===== src/pif_consts.svh =====
// offsets, field positions and reset values for the peripheral event flag block
`ifndef PIF_CONSTS_SVH
`define PIF_CONSTS_SVH

`define PIF_OFF_FLAGS      12'h000
`define PIF_OFF_MASK       12'h004
`define PIF_OFF_IRQ_STATUS 12'h008
`define PIF_OFF_SOURCES    12'h00c

`define PIF_BIT_CAPCMP_TWO  0
`define PIF_BIT_CMP_THREE   1
`define PIF_BIT_CMP_FOUR    2
`define PIF_BIT_SERIAL_BCOL 3
`define PIF_BIT_NVM_DONE    4
`define PIF_BIT_CMP_ONE     5
`define PIF_BIT_CMP_TWO     6
`define PIF_BIT_OSC_FAIL    7

`define PIF_FLAGS_RESET 8'h00
`define PIF_MASK_RESET  8'h00

`endif


===== src/pif_pkg.sv =====
// types shared by the peripheral event flag block
`default_nettype none
package pif_pkg;
	typedef logic [7:0] pif_flags_t;
	typedef enum logic [1:0] {
		PIF_APB_IDLE,
		PIF_APB_SETUP,
		PIF_APB_ACCESS
	} pif_apb_phase_t;
endpackage
`default_nettype wire

===== src/pif_flag_bit.sv =====
// one sticky event flag: hardware set beats software clear
`timescale 1ns/1ps
`default_nettype none
module pif_flag_bit (
	// clock and reset
	input  wire logic clk,
	input  wire logic rst_n,
	// event and software access
	input  wire logic set_event,
	input  wire logic sw_write,
	input  wire logic sw_value,
	input  wire logic w1c_clear,
	// state
	output logic      flag
);
	always_ff @(posedge clk or negedge rst_n) begin
		if (!rst_n) begin
			flag <= 1'b0;
		end else if (set_event) begin
			flag <= 1'b1;
		end else if (w1c_clear) begin
			flag <= 1'b0;
		end else if (sw_write) begin
			flag <= sw_value;
		end
	end
endmodule
`default_nettype wire


===== src/pif_flags_one.sv =====
// peripheral event flag register one with apb access and a masked interrupt
//
// Overview of operation
// - each flag reads 1 from its source event or a software write of 1 until software clears it, else 0
// - bit 6 sets on a second comparator event
// - bit 4 sets when a data nvm write completes
// - bit 3 sets on a serial port bus collision
// - bit 7 osc fail, 5 cmp one, 2 cmp four, 1 cmp three, 0 capcmp two
`timescale 1ns/1ps
`default_nettype none
`include "pif_consts.svh"
module pif_flags_one
	import pif_pkg::*;
(
	// clock and reset
	input  wire logic        clk,
	input  wire logic        rst_n,
	// apb slave
	input  wire logic        psel,
	input  wire logic        penable,
	input  wire logic        pwrite,
	input  wire logic [11:0] paddr,
	input  wire logic [31:0] pwdata,
	output logic             pready,
	output logic             pslverr,
	output logic [31:0]      prdata,
	// event pulses from the peripherals
	input  wire logic        osc_fail_event,
	input  wire logic        cmp_two_event,
	input  wire logic        cmp_one_event,
	input  wire logic        nvm_write_done_event,
	input  wire logic        serial_bus_collision_event,
	input  wire logic        cmp_four_event,
	input  wire logic        cmp_three_event,
	input  wire logic        capcmp_two_event,
	// flag state and interrupt
	output logic [7:0]       peripheral_event_flags_one,
	output logic             irq
);
	pif_flags_t     flags;
	pif_flags_t     events;
	pif_flags_t     mask;
	pif_flags_t     next_flags_wr;
	pif_flags_t     clear_bits;
	logic           sel_flags;
	logic           sel_mask;
	logic           sel_status;
	logic           sel_sources;
	logic           mapped;
	logic           setup_seen;
	logic           acc;
	logic           wr_flags;
	logic           wr_mask;
	logic           wr_status;
	logic           next_irq;
	logic [31:0]    next_prdata;
	pif_apb_phase_t phase;
	pif_apb_phase_t next_phase;

	assign events[`PIF_BIT_CMP_TWO] = cmp_two_event;
	assign events[`PIF_BIT_NVM_DONE] = nvm_write_done_event;
	assign events[`PIF_BIT_SERIAL_BCOL] = serial_bus_collision_event;
	assign events[`PIF_BIT_OSC_FAIL] = osc_fail_event;
	assign events[`PIF_BIT_CMP_ONE] = cmp_one_event;
	assign events[`PIF_BIT_CMP_FOUR] = cmp_four_event;
	assign events[`PIF_BIT_CMP_THREE] = cmp_three_event;
	assign events[`PIF_BIT_CAPCMP_TWO] = capcmp_two_event;

	// address decode, shared by the write strobes and the error response
	assign sel_flags   = (paddr == `PIF_OFF_FLAGS);
	assign sel_mask    = (paddr == `PIF_OFF_MASK);
	assign sel_status  = (paddr == `PIF_OFF_IRQ_STATUS);
	assign sel_sources = (paddr == `PIF_OFF_SOURCES);
	assign mapped      = sel_flags || sel_mask || sel_status || sel_sources;

	// phase is SETUP only in the first access cycle, the one that answers
	assign setup_seen = (phase == PIF_APB_SETUP);
	// a write lands only at the edge where the master sees pready, so a held access writes once
	assign acc       = psel && penable && pready && setup_seen;
	assign wr_flags  = acc && pwrite && sel_flags;
	assign wr_mask   = acc && pwrite && sel_mask;
	assign wr_status = acc && pwrite && sel_status;
	// only the low byte has storage; the upper write bits are dropped on purpose
	assign next_flags_wr = pwdata[7:0];
	assign clear_bits    = wr_status ? next_flags_wr : 8'h00;

	// set path ignores mask and enables
	for (genvar i = 0; i < 8; i++) begin : g_flag
		pif_flag_bit u_bit (
			.clk       (clk),
			.rst_n     (rst_n),
			.set_event (events[i]),
			.sw_write  (wr_flags),
			.sw_value  (next_flags_wr[i]),
			.w1c_clear (clear_bits[i]),
			.flag      (flags[i])
		);
	end

	// mask gates the interrupt and the irq status read, never the flags themselves
	always_ff @(posedge clk or negedge rst_n) begin
		if (!rst_n) begin
			mask <= `PIF_MASK_RESET;
		end else if (wr_mask) begin
			mask <= pwdata[7:0];
		end
	end

	// phase of the bus as seen at the last edge; an illegal order falls back to idle
	always_comb begin
		next_phase = PIF_APB_IDLE;
		case (phase)
			PIF_APB_IDLE: begin
				if (psel && !penable) begin
					next_phase = PIF_APB_SETUP;
				end
			end
			PIF_APB_SETUP: begin
				if (psel && penable) begin
					next_phase = PIF_APB_ACCESS;
				end else if (psel) begin
					next_phase = PIF_APB_SETUP;
				end
			end
			PIF_APB_ACCESS: begin
				if (psel && !penable) begin
					next_phase = PIF_APB_SETUP;
				end else if (psel && penable) begin
					next_phase = PIF_APB_ACCESS;
				end
			end
			default: begin
				next_phase = PIF_APB_IDLE;
			end
		endcase
	end

	always_ff @(posedge clk or negedge rst_n) begin
		if (!rst_n) begin
			phase <= PIF_APB_IDLE;
		end else begin
			phase <= next_phase;
		end
	end

	// read data is picked at the setup edge, so a flag set in that cycle shows on the next read
	always_comb begin
		next_prdata = 32'h00000000;
		case (paddr)
			`PIF_OFF_FLAGS: begin
				next_prdata = {24'h000000, flags};
			end
			`PIF_OFF_MASK: begin
				next_prdata = {24'h000000, mask};
			end
			`PIF_OFF_IRQ_STATUS: begin
				next_prdata = {24'h000000, flags & mask};
			end
			`PIF_OFF_SOURCES: begin
				next_prdata = {24'h000000, events};
			end
			default: begin
				next_prdata = 32'h00000000;
			end
		endcase
	end

	// answer is registered: pready stands for exactly the first access cycle
	always_ff @(posedge clk or negedge rst_n) begin
		if (!rst_n) begin
			pready <= 1'b0;
		end else begin
			pready <= psel && !penable;
		end
	end

	// unmapped offsets answer with an error, zero data and no write
	always_ff @(posedge clk or negedge rst_n) begin
		if (!rst_n) begin
			pslverr <= 1'b0;
		end else begin
			pslverr <= psel && !penable && !mapped;
		end
	end

	always_ff @(posedge clk or negedge rst_n) begin
		if (!rst_n) begin
			prdata <= 32'h00000000;
		end else if (psel && !penable) begin
			prdata <= next_prdata;
		end
	end

	// flag state visible to the core
	always_ff @(posedge clk or negedge rst_n) begin
		if (!rst_n) begin
			peripheral_event_flags_one <= `PIF_FLAGS_RESET;
		end else begin
			peripheral_event_flags_one <= flags;
		end
	end

	// level interrupt: any pending flag whose mask bit is set
	assign next_irq = |(flags & mask);

	always_ff @(posedge clk or negedge rst_n) begin
		if (!rst_n) begin
			irq <= 1'b0;
		end else begin
			irq <= next_irq;
		end
	end
endmodule
`default_nettype wire


===== config.mk =====
export PLATFORM = sky130hd
export DESIGN_NAME = pif_flags_one
export DESIGN_NICKNAME = d
export VERILOG_FILES = /design/src/pif_pkg.sv /design/src/pif_flag_bit.sv /design/src/pif_flags_one.sv
export VERILOG_INCLUDE_DIRS = /design/src /design/src/src
export SDC_FILE = /design/constraint.sdc
export NUM_CORES = 1
export LEC_CHECK = 0
export CAP_MARGIN = 20
export CORE_MARGIN = 1
export CORE_UTILIZATION = 50
export CTS_CLUSTER_SIZE = 40
export DETAILED_ROUTE_END_ITERATION = 7
export DONT_BUFFER_PORTS = 1
export PLACE_DENSITY = 0.78
export SLEW_MARGIN = 15
export SYNTH_ARGS = -nofsm -noshare
export SYNTH_HDL_FRONTEND = slang
export SYNTH_SLANG_ARGS = --single-unit

===== constraint.sdc =====
create_clock -name clk -period 1.5 [get_ports clk]
set_input_delay 0.3 -clock clk [delete_from_list [all_inputs] [get_ports clk]]
set_output_delay 0.3 -clock clk [all_outputs]
set_load 0.1 [all_outputs]

# Word level (Yosys, flattened, before mapping)
# Cells that the tools add are included.
dict set report word_totals {
  regBits 61
  in_bits 57
  word_cells 78
}
dict set report classes {
  n_eq_ne 5
  n_mux 32
  bitwise 1
  n_reduce_logical 25
}
# op count
set op_table {}
lappend op_table {{8-bit case mux with 4 select lines} 1}
lappend op_table {{1-bit two-way mux} 26}
lappend op_table {{12-bit by 4-bit equality test with 1-bit output, second input constant} 2}
lappend op_table {{3-bit nonzero test} 8}
lappend op_table {{12-bit by 3-bit equality test with 1-bit output, second input constant} 1}
lappend op_table {{12-bit logical NOT} 1}
lappend op_table {{1-bit logical AND} 9}
lappend op_table {{8-bit AND} 1}
lappend op_table {{8-bit two-way mux} 1}
lappend op_table {{8-bit OR reduction} 1}
lappend op_table {{2-bit two-way mux} 3}
lappend op_table {{2-bit case mux with 3 select lines} 1}
lappend op_table {{1-bit logical OR} 3}
lappend op_table {{2-bit by 1-bit equality test with 1-bit output, second input constant} 1}
lappend op_table {{2-bit equality test, second input constant} 1}
lappend op_table {{1-bit logical NOT} 2}
lappend op_table {{2-bit logical NOT} 1}

# Logic depth before layout (Yosys ltp)
# Gate-level depths: netlist (run 1).
dict set report depth {
  depth_word 8
  depth_mapped 5
  depth_no_buf 4
}

# Modules after synthesis
# A second synthesis (run 1) with hierarchy kept.
dict set report unflattened {
  hier_cells 164
  hier_area_um2 1934.4
}
# mod instances cells_each area_per_inst_um2
set by_module_without_submodules {}
lappend by_module_without_submodules {pif_flags_one 1 140 1594.0}
lappend by_module_without_submodules {pif_flag_bit 8 3 42.5}

# Least setup slack after synthesis (run 1)
# OpenSTA, ideal clock, no wires.
dict set report synth_timing {
  path_kind {register to register}
  start {register pready}
  end {register mask[0]}
  setup_time_ns 0.125
  t_arrival_ns 2.240
  setup_slack_ns -0.865
  stages_incl_launch_ff 5
  n_path_buf 0
  cell_sequence {dfrtp_1 > nand4_1 > nor3b_2 > nand4b_1 > mux2_2}
}
dict set report synth_between {
  elab_chain_len 4
}
# item line
set synth_lines {}
lappend synth_lines {{from (decl)} pif_flags_one.sv:24} ;# output logic pready,
lappend synth_lines {{from (signal assigned)} pif_flags_one.sv:173} ;# pready <= psel && !penable;
lappend synth_lines {{1-bit logical AND (2 in a row)} pif_flags_one.sv:79} ;# assign acc = psel && penable && pready && setup_seen;
lappend synth_lines {{1-bit logical AND (2 in a row)} pif_flags_one.sv:81} ;# assign wr_mask = acc && pwrite && sel_mask;
lappend synth_lines {{to (signal assigned)} pif_flags_one.sv:103} ;# mask <= `PIF_MASK_RESET;
lappend synth_lines {{to (signal assigned)} pif_flags_one.sv:105} ;# mask <= pwdata[7:0];
lappend synth_lines {{to (decl)} pif_flags_one.sv:42} ;# pif_flags_t mask;
# No other way between the ends.
# A chain may end at the register's enable or synchronous reset.

# Worst setup path after layout (run 1)
dict set report layout_timing {
  start {input port paddr[10]}
  end {register g_flag[4].u_bit.flag}
}
dict set report layout_between {
  elab_chain_len 5
}
# item line
set layout_lines {}
lappend layout_lines {{from (decl)} pif_flags_one.sv:22} ;# input wire logic [11:0] paddr,
lappend layout_lines {{12-bit by 4-bit equality test with 1-bit output} n/a}
lappend layout_lines {{1-bit logical AND} pif_flags_one.sv:82} ;# assign wr_status = acc && pwrite && sel_status;
lappend layout_lines {{8-bit two-way mux} pif_flags_one.sv:85} ;# assign clear_bits = wr_status ? next_flags_wr : 8'h00;
lappend layout_lines {{1-bit two-way mux} pif_flag_bit.sv:21} ;# end else if (w1c_clear) begin
lappend layout_lines {{1-bit two-way mux} pif_flag_bit.sv:19} ;# end else if (set_event) begin
lappend layout_lines {{to (signal assigned)} pif_flag_bit.sv:24} ;# flag <= sw_value;
lappend layout_lines {{to (decl)} pif_flag_bit.sv:14} ;# output logic flag
# Parallel ways exist; a longest one is shown, timed or not.

==> flow_metrics.env, run 1 <==
export IMPL_ys_seq_area_frac=0.505
export IMPL_io_pins=100
export IMPL_core_area_sq_um=3420
export IMPL_grt_overflow_total=0
export IMPL_crit_path_cell_trace="or4_4 > nor4_4 > buf_6 > and3b_2 > buf_6 > a221o_1"
export IMPL_ant_nets=0
export IMPL_whs_path_depth=1
export IMPL_violations="negative setup slack"
export IMPL_synthCells=160
export IMPL_clock_latency_ns=0.35
export IMPL_r2r_slack_ns=-0.03
export IMPL_report_final_slew_viol_count=0
export IMPL_hold_start="cmp_three_event"
export IMPL_max_cap_violations=0
export IMPL_numCtsBuffers=5
export IMPL_reg2reg_from="pready$_DFF_PN0_"
export IMPL_grt_max_degree=38
export IMPL_clockRootBuffer="clkbuf_4"
export IMPL_n_antenna_cell=0
export IMPL_setup_viol=16
export IMPL_start_util=0.537
export IMPL_status="complete, but fails checks"
export IMPL_rsz0062_at_grt="yes"
export IMPL_wl_mm=4.21
export IMPL_fin_tns_setup_ns=-0.274
export IMPL_vias=1362
export IMPL_layout_min_cycle_time_ns=1.53
export IMPL_avgRoutedWirePerCell_um=17.7
export IMPL_area_delta_synth_final_pct=18.7
export IMPL_ff2ff_path_depth=5
export IMPL_viasPerCell=5.72
export IMPL_drcViolationCount=0
export IMPL_intPower_mw=1.32
export IMPL_crit_path_start_kind="input pin"
export IMPL_drive_above_1_share=0.349
export IMPL_post_cts_buffers=0
export IMPL_hold_viol_final=0
export IMPL_fp_dieH_um=62.5
export IMPL_ys_ff_latch=37
export IMPL_antenna_found_initial=0
export IMPL_critPathRequiredTime_ns=1.79
export IMPL_power_density_nw_per_um2=915
export IMPL_max_freq_mhz=652
export IMPL_hold_ws_ns=0.0471
export IMPL_rows=21
export IMPL_clk_pin_slew_ns=0.11
export IMPL_p_clk_frac=0.302
export IMPL_grt_pass1_vias=1341
export IMPL_numClockSinks=37
export IMPL_r2r_end="g_flag[5].u_bit.flag$_DFFE_PN0P_"
export IMPL_cts_buffer_depth=2
export IMPL_finalInstanceArea_sq_um=2180
export IMPL_io_buffers=0
export IMPL_grt_pass1_wl_mm=6.44
export IMPL_power_frac_comb=0.192
export IMPL_cts_htree_levels=2
export IMPL_placed_cell_area_sq_um=2010
export IMPL_arrival_ns=1.82
export IMPL_slowest_delay_ns=0.54
export IMPL_tritoncts="built"
export IMPL_worst_path_buf_inv=2
export IMPL_ys_types=27
export IMPL_final_core_util=0.637
export IMPL_min_to="g_flag[1].u_bit.flag$_DFFE_PN0P_"
export IMPL_cpMaxStageDelayCell="or4_4"
export IMPL_ys_warn_count=0
export IMPL_drtIter0Drc=54
export IMPL_crit_type="input pin to flip-flop"
export IMPL_clock_skew_ns=0.00854
export IMPL_switching_power_uw=667
export IMPL_cp_top_family="simple AND/OR/NAND/NOR gates"
export IMPL_cp_end_kind="flip-flop"
export IMPL_sw_frac_of_total=0.335
export IMPL_final_net_count=248
export IMPL_leakage_nw=0.944
export IMPL_grt_usage=0.219
export IMPL_crit_fanout=5
export IMPL_p_total_mw=1.99
export IMPL_final_setup_worst_slack_ns=-0.0342
export IMPL_crit_top_cell="buf_6"
export IMPL_p_seq_frac=0.506
export IMPL_hpwl_mm=2.83
export IMPL_hold_path_class="input pin to flip-flop"
export IMPL_chipWidth_um=62.5
export IMPL_dieArea_sq_um=3910
export IMPL_dr_pass1_iters=4
export IMPL_ir_drop_mv=0.551
export IMPL_post_route_period_util=1.02
export IMPL_routabilityCongestion=0.832
export IMPL_avgSynthCellArea_sq_um=11.5
export IMPL_synth_area_sq_um=1830
==> worst max path at each step <==
stage                                start                               end  slack [ns]  cells past startpoint
after global routing      pready$_DFF_PN0_               mask[3]$_DFFE_PN0P_       -0.11                      5
after CTS                 pready$_DFF_PN0_               mask[3]$_DFFE_PN0P_       -0.05                      5
after detailed placement         paddr[10]  g_flag[4].u_bit.flag$_DFFE_PN0P_       -0.42                      6
after floorplan           pready$_DFF_PN0_               mask[0]$_DFFE_PN0P_       -0.44                      4
final                            paddr[10]  g_flag[4].u_bit.flag$_DFFE_PN0P_       -0.03                      6
after global placement           paddr[10]  g_flag[3].u_bit.flag$_DFFE_PN0P_       -0.36                      6
==> final cells by class <==
cell class,count,area (sq um)
clock buffers,7,65.1
clock inverters,1,5.00
fillers,280,1240
inverters,1,3.75
multi-input cells,116,831
flip-flops and latches,37,930
well taps,46,57.6
repair buffers,30,284
==> stage by stage <==
step	setup WS (ns)	cells
6_report	-0.0342	238
5_1_grt	-0.108	238
4_1_cts	-0.0472	237
3_5_place_dp	-0.421	227
3_3_place_gp	-0.361	227
2_1_floorplan	-0.442	183
==> what timing repair did <==
action / CTS / global route
endpoints found under the hold margin: 37 / 0
pin swaps: 0 / 3
setup endpoints to repair: 18 / 24
gates resized for setup: 3 / 11
hold buffers: 2 / 0
gates cloned: 0 / 1
==> Yosys cell counts (all sizes together) <==
cell	instances	area share
a22oi	8	0.033
nor2	2	0.0041
nor4	1	0.012
a221o	8	0.044
or2	2	0.0068
nand4b	1	0.0048
inv	1	0.0020
and3b	1	0.0048
nor3b	1	0.0068
nand2	17	0.035
xor2	1	0.0048
o221ai	8	0.038
and3	1	0.0034
nand3	9	0.027
nand4	3	0.010
a21oi	1	0.0027
nor3	1	0.0055
or4	2	0.010
dfrtp	37	0.51
conb	1	0.0020
buf	25	0.10
clkbuf	4	0.0082
nand2b	9	0.031
mux2	16	0.098
==> metal layers <==
layer	track usage	vias to the layer above	share of wire
met1	0.247	675	0.38
met2	0.367	76	0.51
met5	0	-	0
met4	0.0756	0	0.012
met3	0.0967	9	0.10
li1	-	602	-
==> cell usage in the layout, fill, tap and decap left out, types with 2 or more instances in the layout <==
cell type,instances
buf_12,3
nand3_2,4
buf_4,21
conb_1,24
or2_2,2
nor2_1,2
nand3_1,4
nand2_1,17
a221o_1,8
clkbuf_8,2
nand4_1,3
dfrtp_1,36
a22oi_1,8
mux2_2,16
buf_6,5
nand2b_1,9
clkbuf_4,5
o221ai_1,7
==> power groups by stage <==
stage          combinational [mW]  clock, mW  sequential (mW)
5_1_grt                     0.395      0.646             1.01
3_5_place_dp                0.350          0             1.03
3_3_place_gp                0.349          0             1.03
6_report                    0.382      0.601             1.01
2_1_floorplan               0.371          0             1.05
4_1_cts                     0.379      0.607             1.01
==> cells by family after synthesis <==
family	count (synthesis)	share of synthesized area
mux	16	0.0983
flops	37	0.505
compound gates	25	0.117
other cells	1	0.00205
xor+xnor	1	0.00478
buf+inv	30	0.111
simple gates	50	0.161
==> registers in the layout, indices dropped and copies added, names as in the netlist <==
register and flops:
irq 1, pslverr 1, g_flag.u_bit.flag 8, prdata 8, pready 1, mask 8
phase 2, peripheral_event_flags_one 8
Note: power is estimated with default switching activity, not from simulation.
==> run 2, diff against run 1 <==
--- a/config.mk
+++ b/config.mk
@@ -7,8 +7,8 @@
 export NUM_CORES = 1
 export LEC_CHECK = 0
 export CAP_MARGIN = 20
-export CORE_MARGIN = 1
 export CORE_UTILIZATION = 50
+export CTS_BUF_LIST = sky130_fd_sc_hd__clkbuf_8
 export CTS_CLUSTER_SIZE = 40
 export DETAILED_ROUTE_END_ITERATION = 7
 export DONT_BUFFER_PORTS = 1
==> run 2 against run 1 <==
The flow still finishes with violations (negative setup slack). Highest routed layer unchanged. Critical path depth is the same. Combinational power is essentially flat. Sequential share of layout area shrank 1.4 points. Fmax shrank 4.3%. Die area is the same. Clock power grew 26%. Via count shrank 0.51%. Hold slack gained 0.070 ns. Wire length grew 0.85%. Critical path type unchanged. Non-clock buffer count is the same. First-iteration DRC count grew 11%. Global-route usage grew 0.21 points.
==> flow_metrics.env, run 2 (synthesis gave the netlist of run 1 again) <==
export IMPL_chipWidth_um=62.5
export IMPL_rows=21
export IMPL_ir_drop_mv=0.595
export IMPL_final_cell_mix="dfrtp_1 (36), conb_1 (24), buf_4 (21)"
export IMPL_hold_viol_final=0
export IMPL_wl_mm=4.25
export IMPL_arrival_ns=1.83
export IMPL_mostFrequentLayoutCell="dfrtp_1"
export IMPL_n_antenna_cell=0
export IMPL_hold_start="cmp_three_event"
export IMPL_switching_power_uw=684
export IMPL_crit_fanout=5
export IMPL_cts_htree_levels=2
export IMPL_grt_overflow_total=0
export IMPL_area_delta_synth_final_pct=22.7
export IMPL_grt_pass1_vias=1373
export IMPL_grt_pass1_wl_mm=6.51
export IMPL_setup_viol=17
export IMPL_hpwl_mm=2.83
export IMPL_p_seq_frac=0.468
export IMPL_fp_dieH_um=62.5
export IMPL_tritoncts="built"
export IMPL_dieArea_sq_um=3910
export IMPL_routabilityCongestion=0.832
export IMPL_grt_usage=0.221
export IMPL_critPathRequiredTime_ns=1.73
export IMPL_drive_above_1_share=0.385
export IMPL_violations="negative setup slack"
export IMPL_io_buffers=0
export IMPL_start_util=0.537
export IMPL_viasPerCell=5.69
export IMPL_hold_path_class="input pin to flip-flop"
export IMPL_startpoint="paddr[10]"
export IMPL_fin_tns_setup_ns=-1.13
export IMPL_r2r_slack_ns=-0.05
export IMPL_status="complete, but fails checks"
export IMPL_p_total_mw=2.15
export IMPL_clk_pin_slew_ns=0.07
export IMPL_power_frac_comb=0.179
export IMPL_avgRoutedWirePerCell_um=17.9
export IMPL_power_density_nw_per_um2=957
export IMPL_numClockSinks=37
export IMPL_vias=1355
export IMPL_ff2ff_path_depth=5
export IMPL_reg2reg_from="pready$_DFF_PN0_"
export IMPL_rsz0062_at_grt="yes"
export IMPL_final_setup_worst_slack_ns=-0.103
export IMPL_grt_max_degree=38
export IMPL_dr_pass1_iters=4
export IMPL_cp_end_kind="flip-flop"
export IMPL_ant_nets=0
export IMPL_leakage_nw=0.963
export IMPL_report_final_slew_viol_count=0
export IMPL_max_cap_violations=0
export IMPL_crit_type="input pin to flip-flop"
export IMPL_post_cts_buffers=0
export IMPL_cts_buffer_depth=2
export IMPL_max_freq_mhz=624
export IMPL_post_route_period_util=1.07
export IMPL_final_net_count=248
export IMPL_drtIter0Drc=60
export IMPL_drcViolationCount=0
export IMPL_core_area_sq_um=3420
export IMPL_clockRootBuffer="clkbuf_8"
export IMPL_sw_frac_of_total=0.318
export IMPL_clock_skew_ns=0.00271
export IMPL_layout_min_cycle_time_ns=1.60
export IMPL_p_clk_frac=0.352
export IMPL_io_pins=100
export IMPL_r2r_end="g_flag[5].u_bit.flag$_DFFE_PN0P_"
export IMPL_intPower_mw=1.47
export IMPL_crit_path_start_kind="input pin"
export IMPL_crit_path_end="g_flag[4].u_bit.flag$_DFFE_PN0P_"
export IMPL_antenna_found_initial=0
export IMPL_clock_latency_ns=0.29
export IMPL_numCtsBuffers=5
run 2: timing repair:
item	in CTS	in global routing
pin swaps	4	2
gates cloned	1	0
gates resized for setup	9	11
setup endpoints to repair	24	24
hold buffers	2	0
endpoints found under the hold margin	37	0
run 2: critical path, cell delays in order:
cell and delay [ns]:
or4_4 0.54, nor4_4 0.33, buf_6 0.17, and3b_2 0.22, buf_6 0.12, a221o_1 0.14
run 2: metrics by stage:
step	area [sq um]	cells	hold slack (ns)	util	setup WS [ns]
6_report	2250	238	0.117	0.658	-0.103
3_5_place_dp	2010	227	0.00521	0.590	-0.421
4_1_cts	2180	238	0.110	0.640	-0.0919
3_3_place_gp	2010	227	0.00522	0.590	-0.361
5_1_grt	2250	238	0.107	0.658	-0.147
2_1_floorplan	1940	183	0.00441	-	-0.442
run 2: routing by layer:
metal	GRT usage	routed length (um)
met1	0.248	1550
met2	0.356	2180
met3	0.102	448
met4	0.102	67
met5	0	0
run 2: worst min path at each step:
stage                                            end  cells past startpoint
global placement                  phase[1]$_DFF_PN0_                      0
finish              g_flag[1].u_bit.flag$_DFFE_PN0P_                      1
CTS                 g_flag[1].u_bit.flag$_DFFE_PN0P_                      1
global route        g_flag[0].u_bit.flag$_DFFE_PN0P_                      1
detailed placement                phase[0]$_DFF_PN0_                      0
floorplan           g_flag[0].u_bit.flag$_DFFE_PN0P_                      0
run 2: cell type report:
class / instances / area [sq um]
Clock buffer: 7 / 96.3
Timing Repair Buffer: 30 / 284
Clock inverter: 1 / 5.00
Multi-Input combinational cell: 116 / 872
Sequential cell: 37 / 930
Tap cell: 46 / 57.6
Fill cell: 273 / 1170
Inverter: 1 / 3.75
run 2: power groups by stage:
stage | clock network, mW | logic [mW] | registers [mW]
finish | 0.758 | 0.385 | 1.01
global route | 0.799 | 0.399 | 1.01
CTS | 0.765 | 0.380 | 1.01
detailed placement | 0 | 0.350 | 1.03
global placement | 0 | 0.349 | 1.03
floorplan | 0 | 0.371 | 1.05
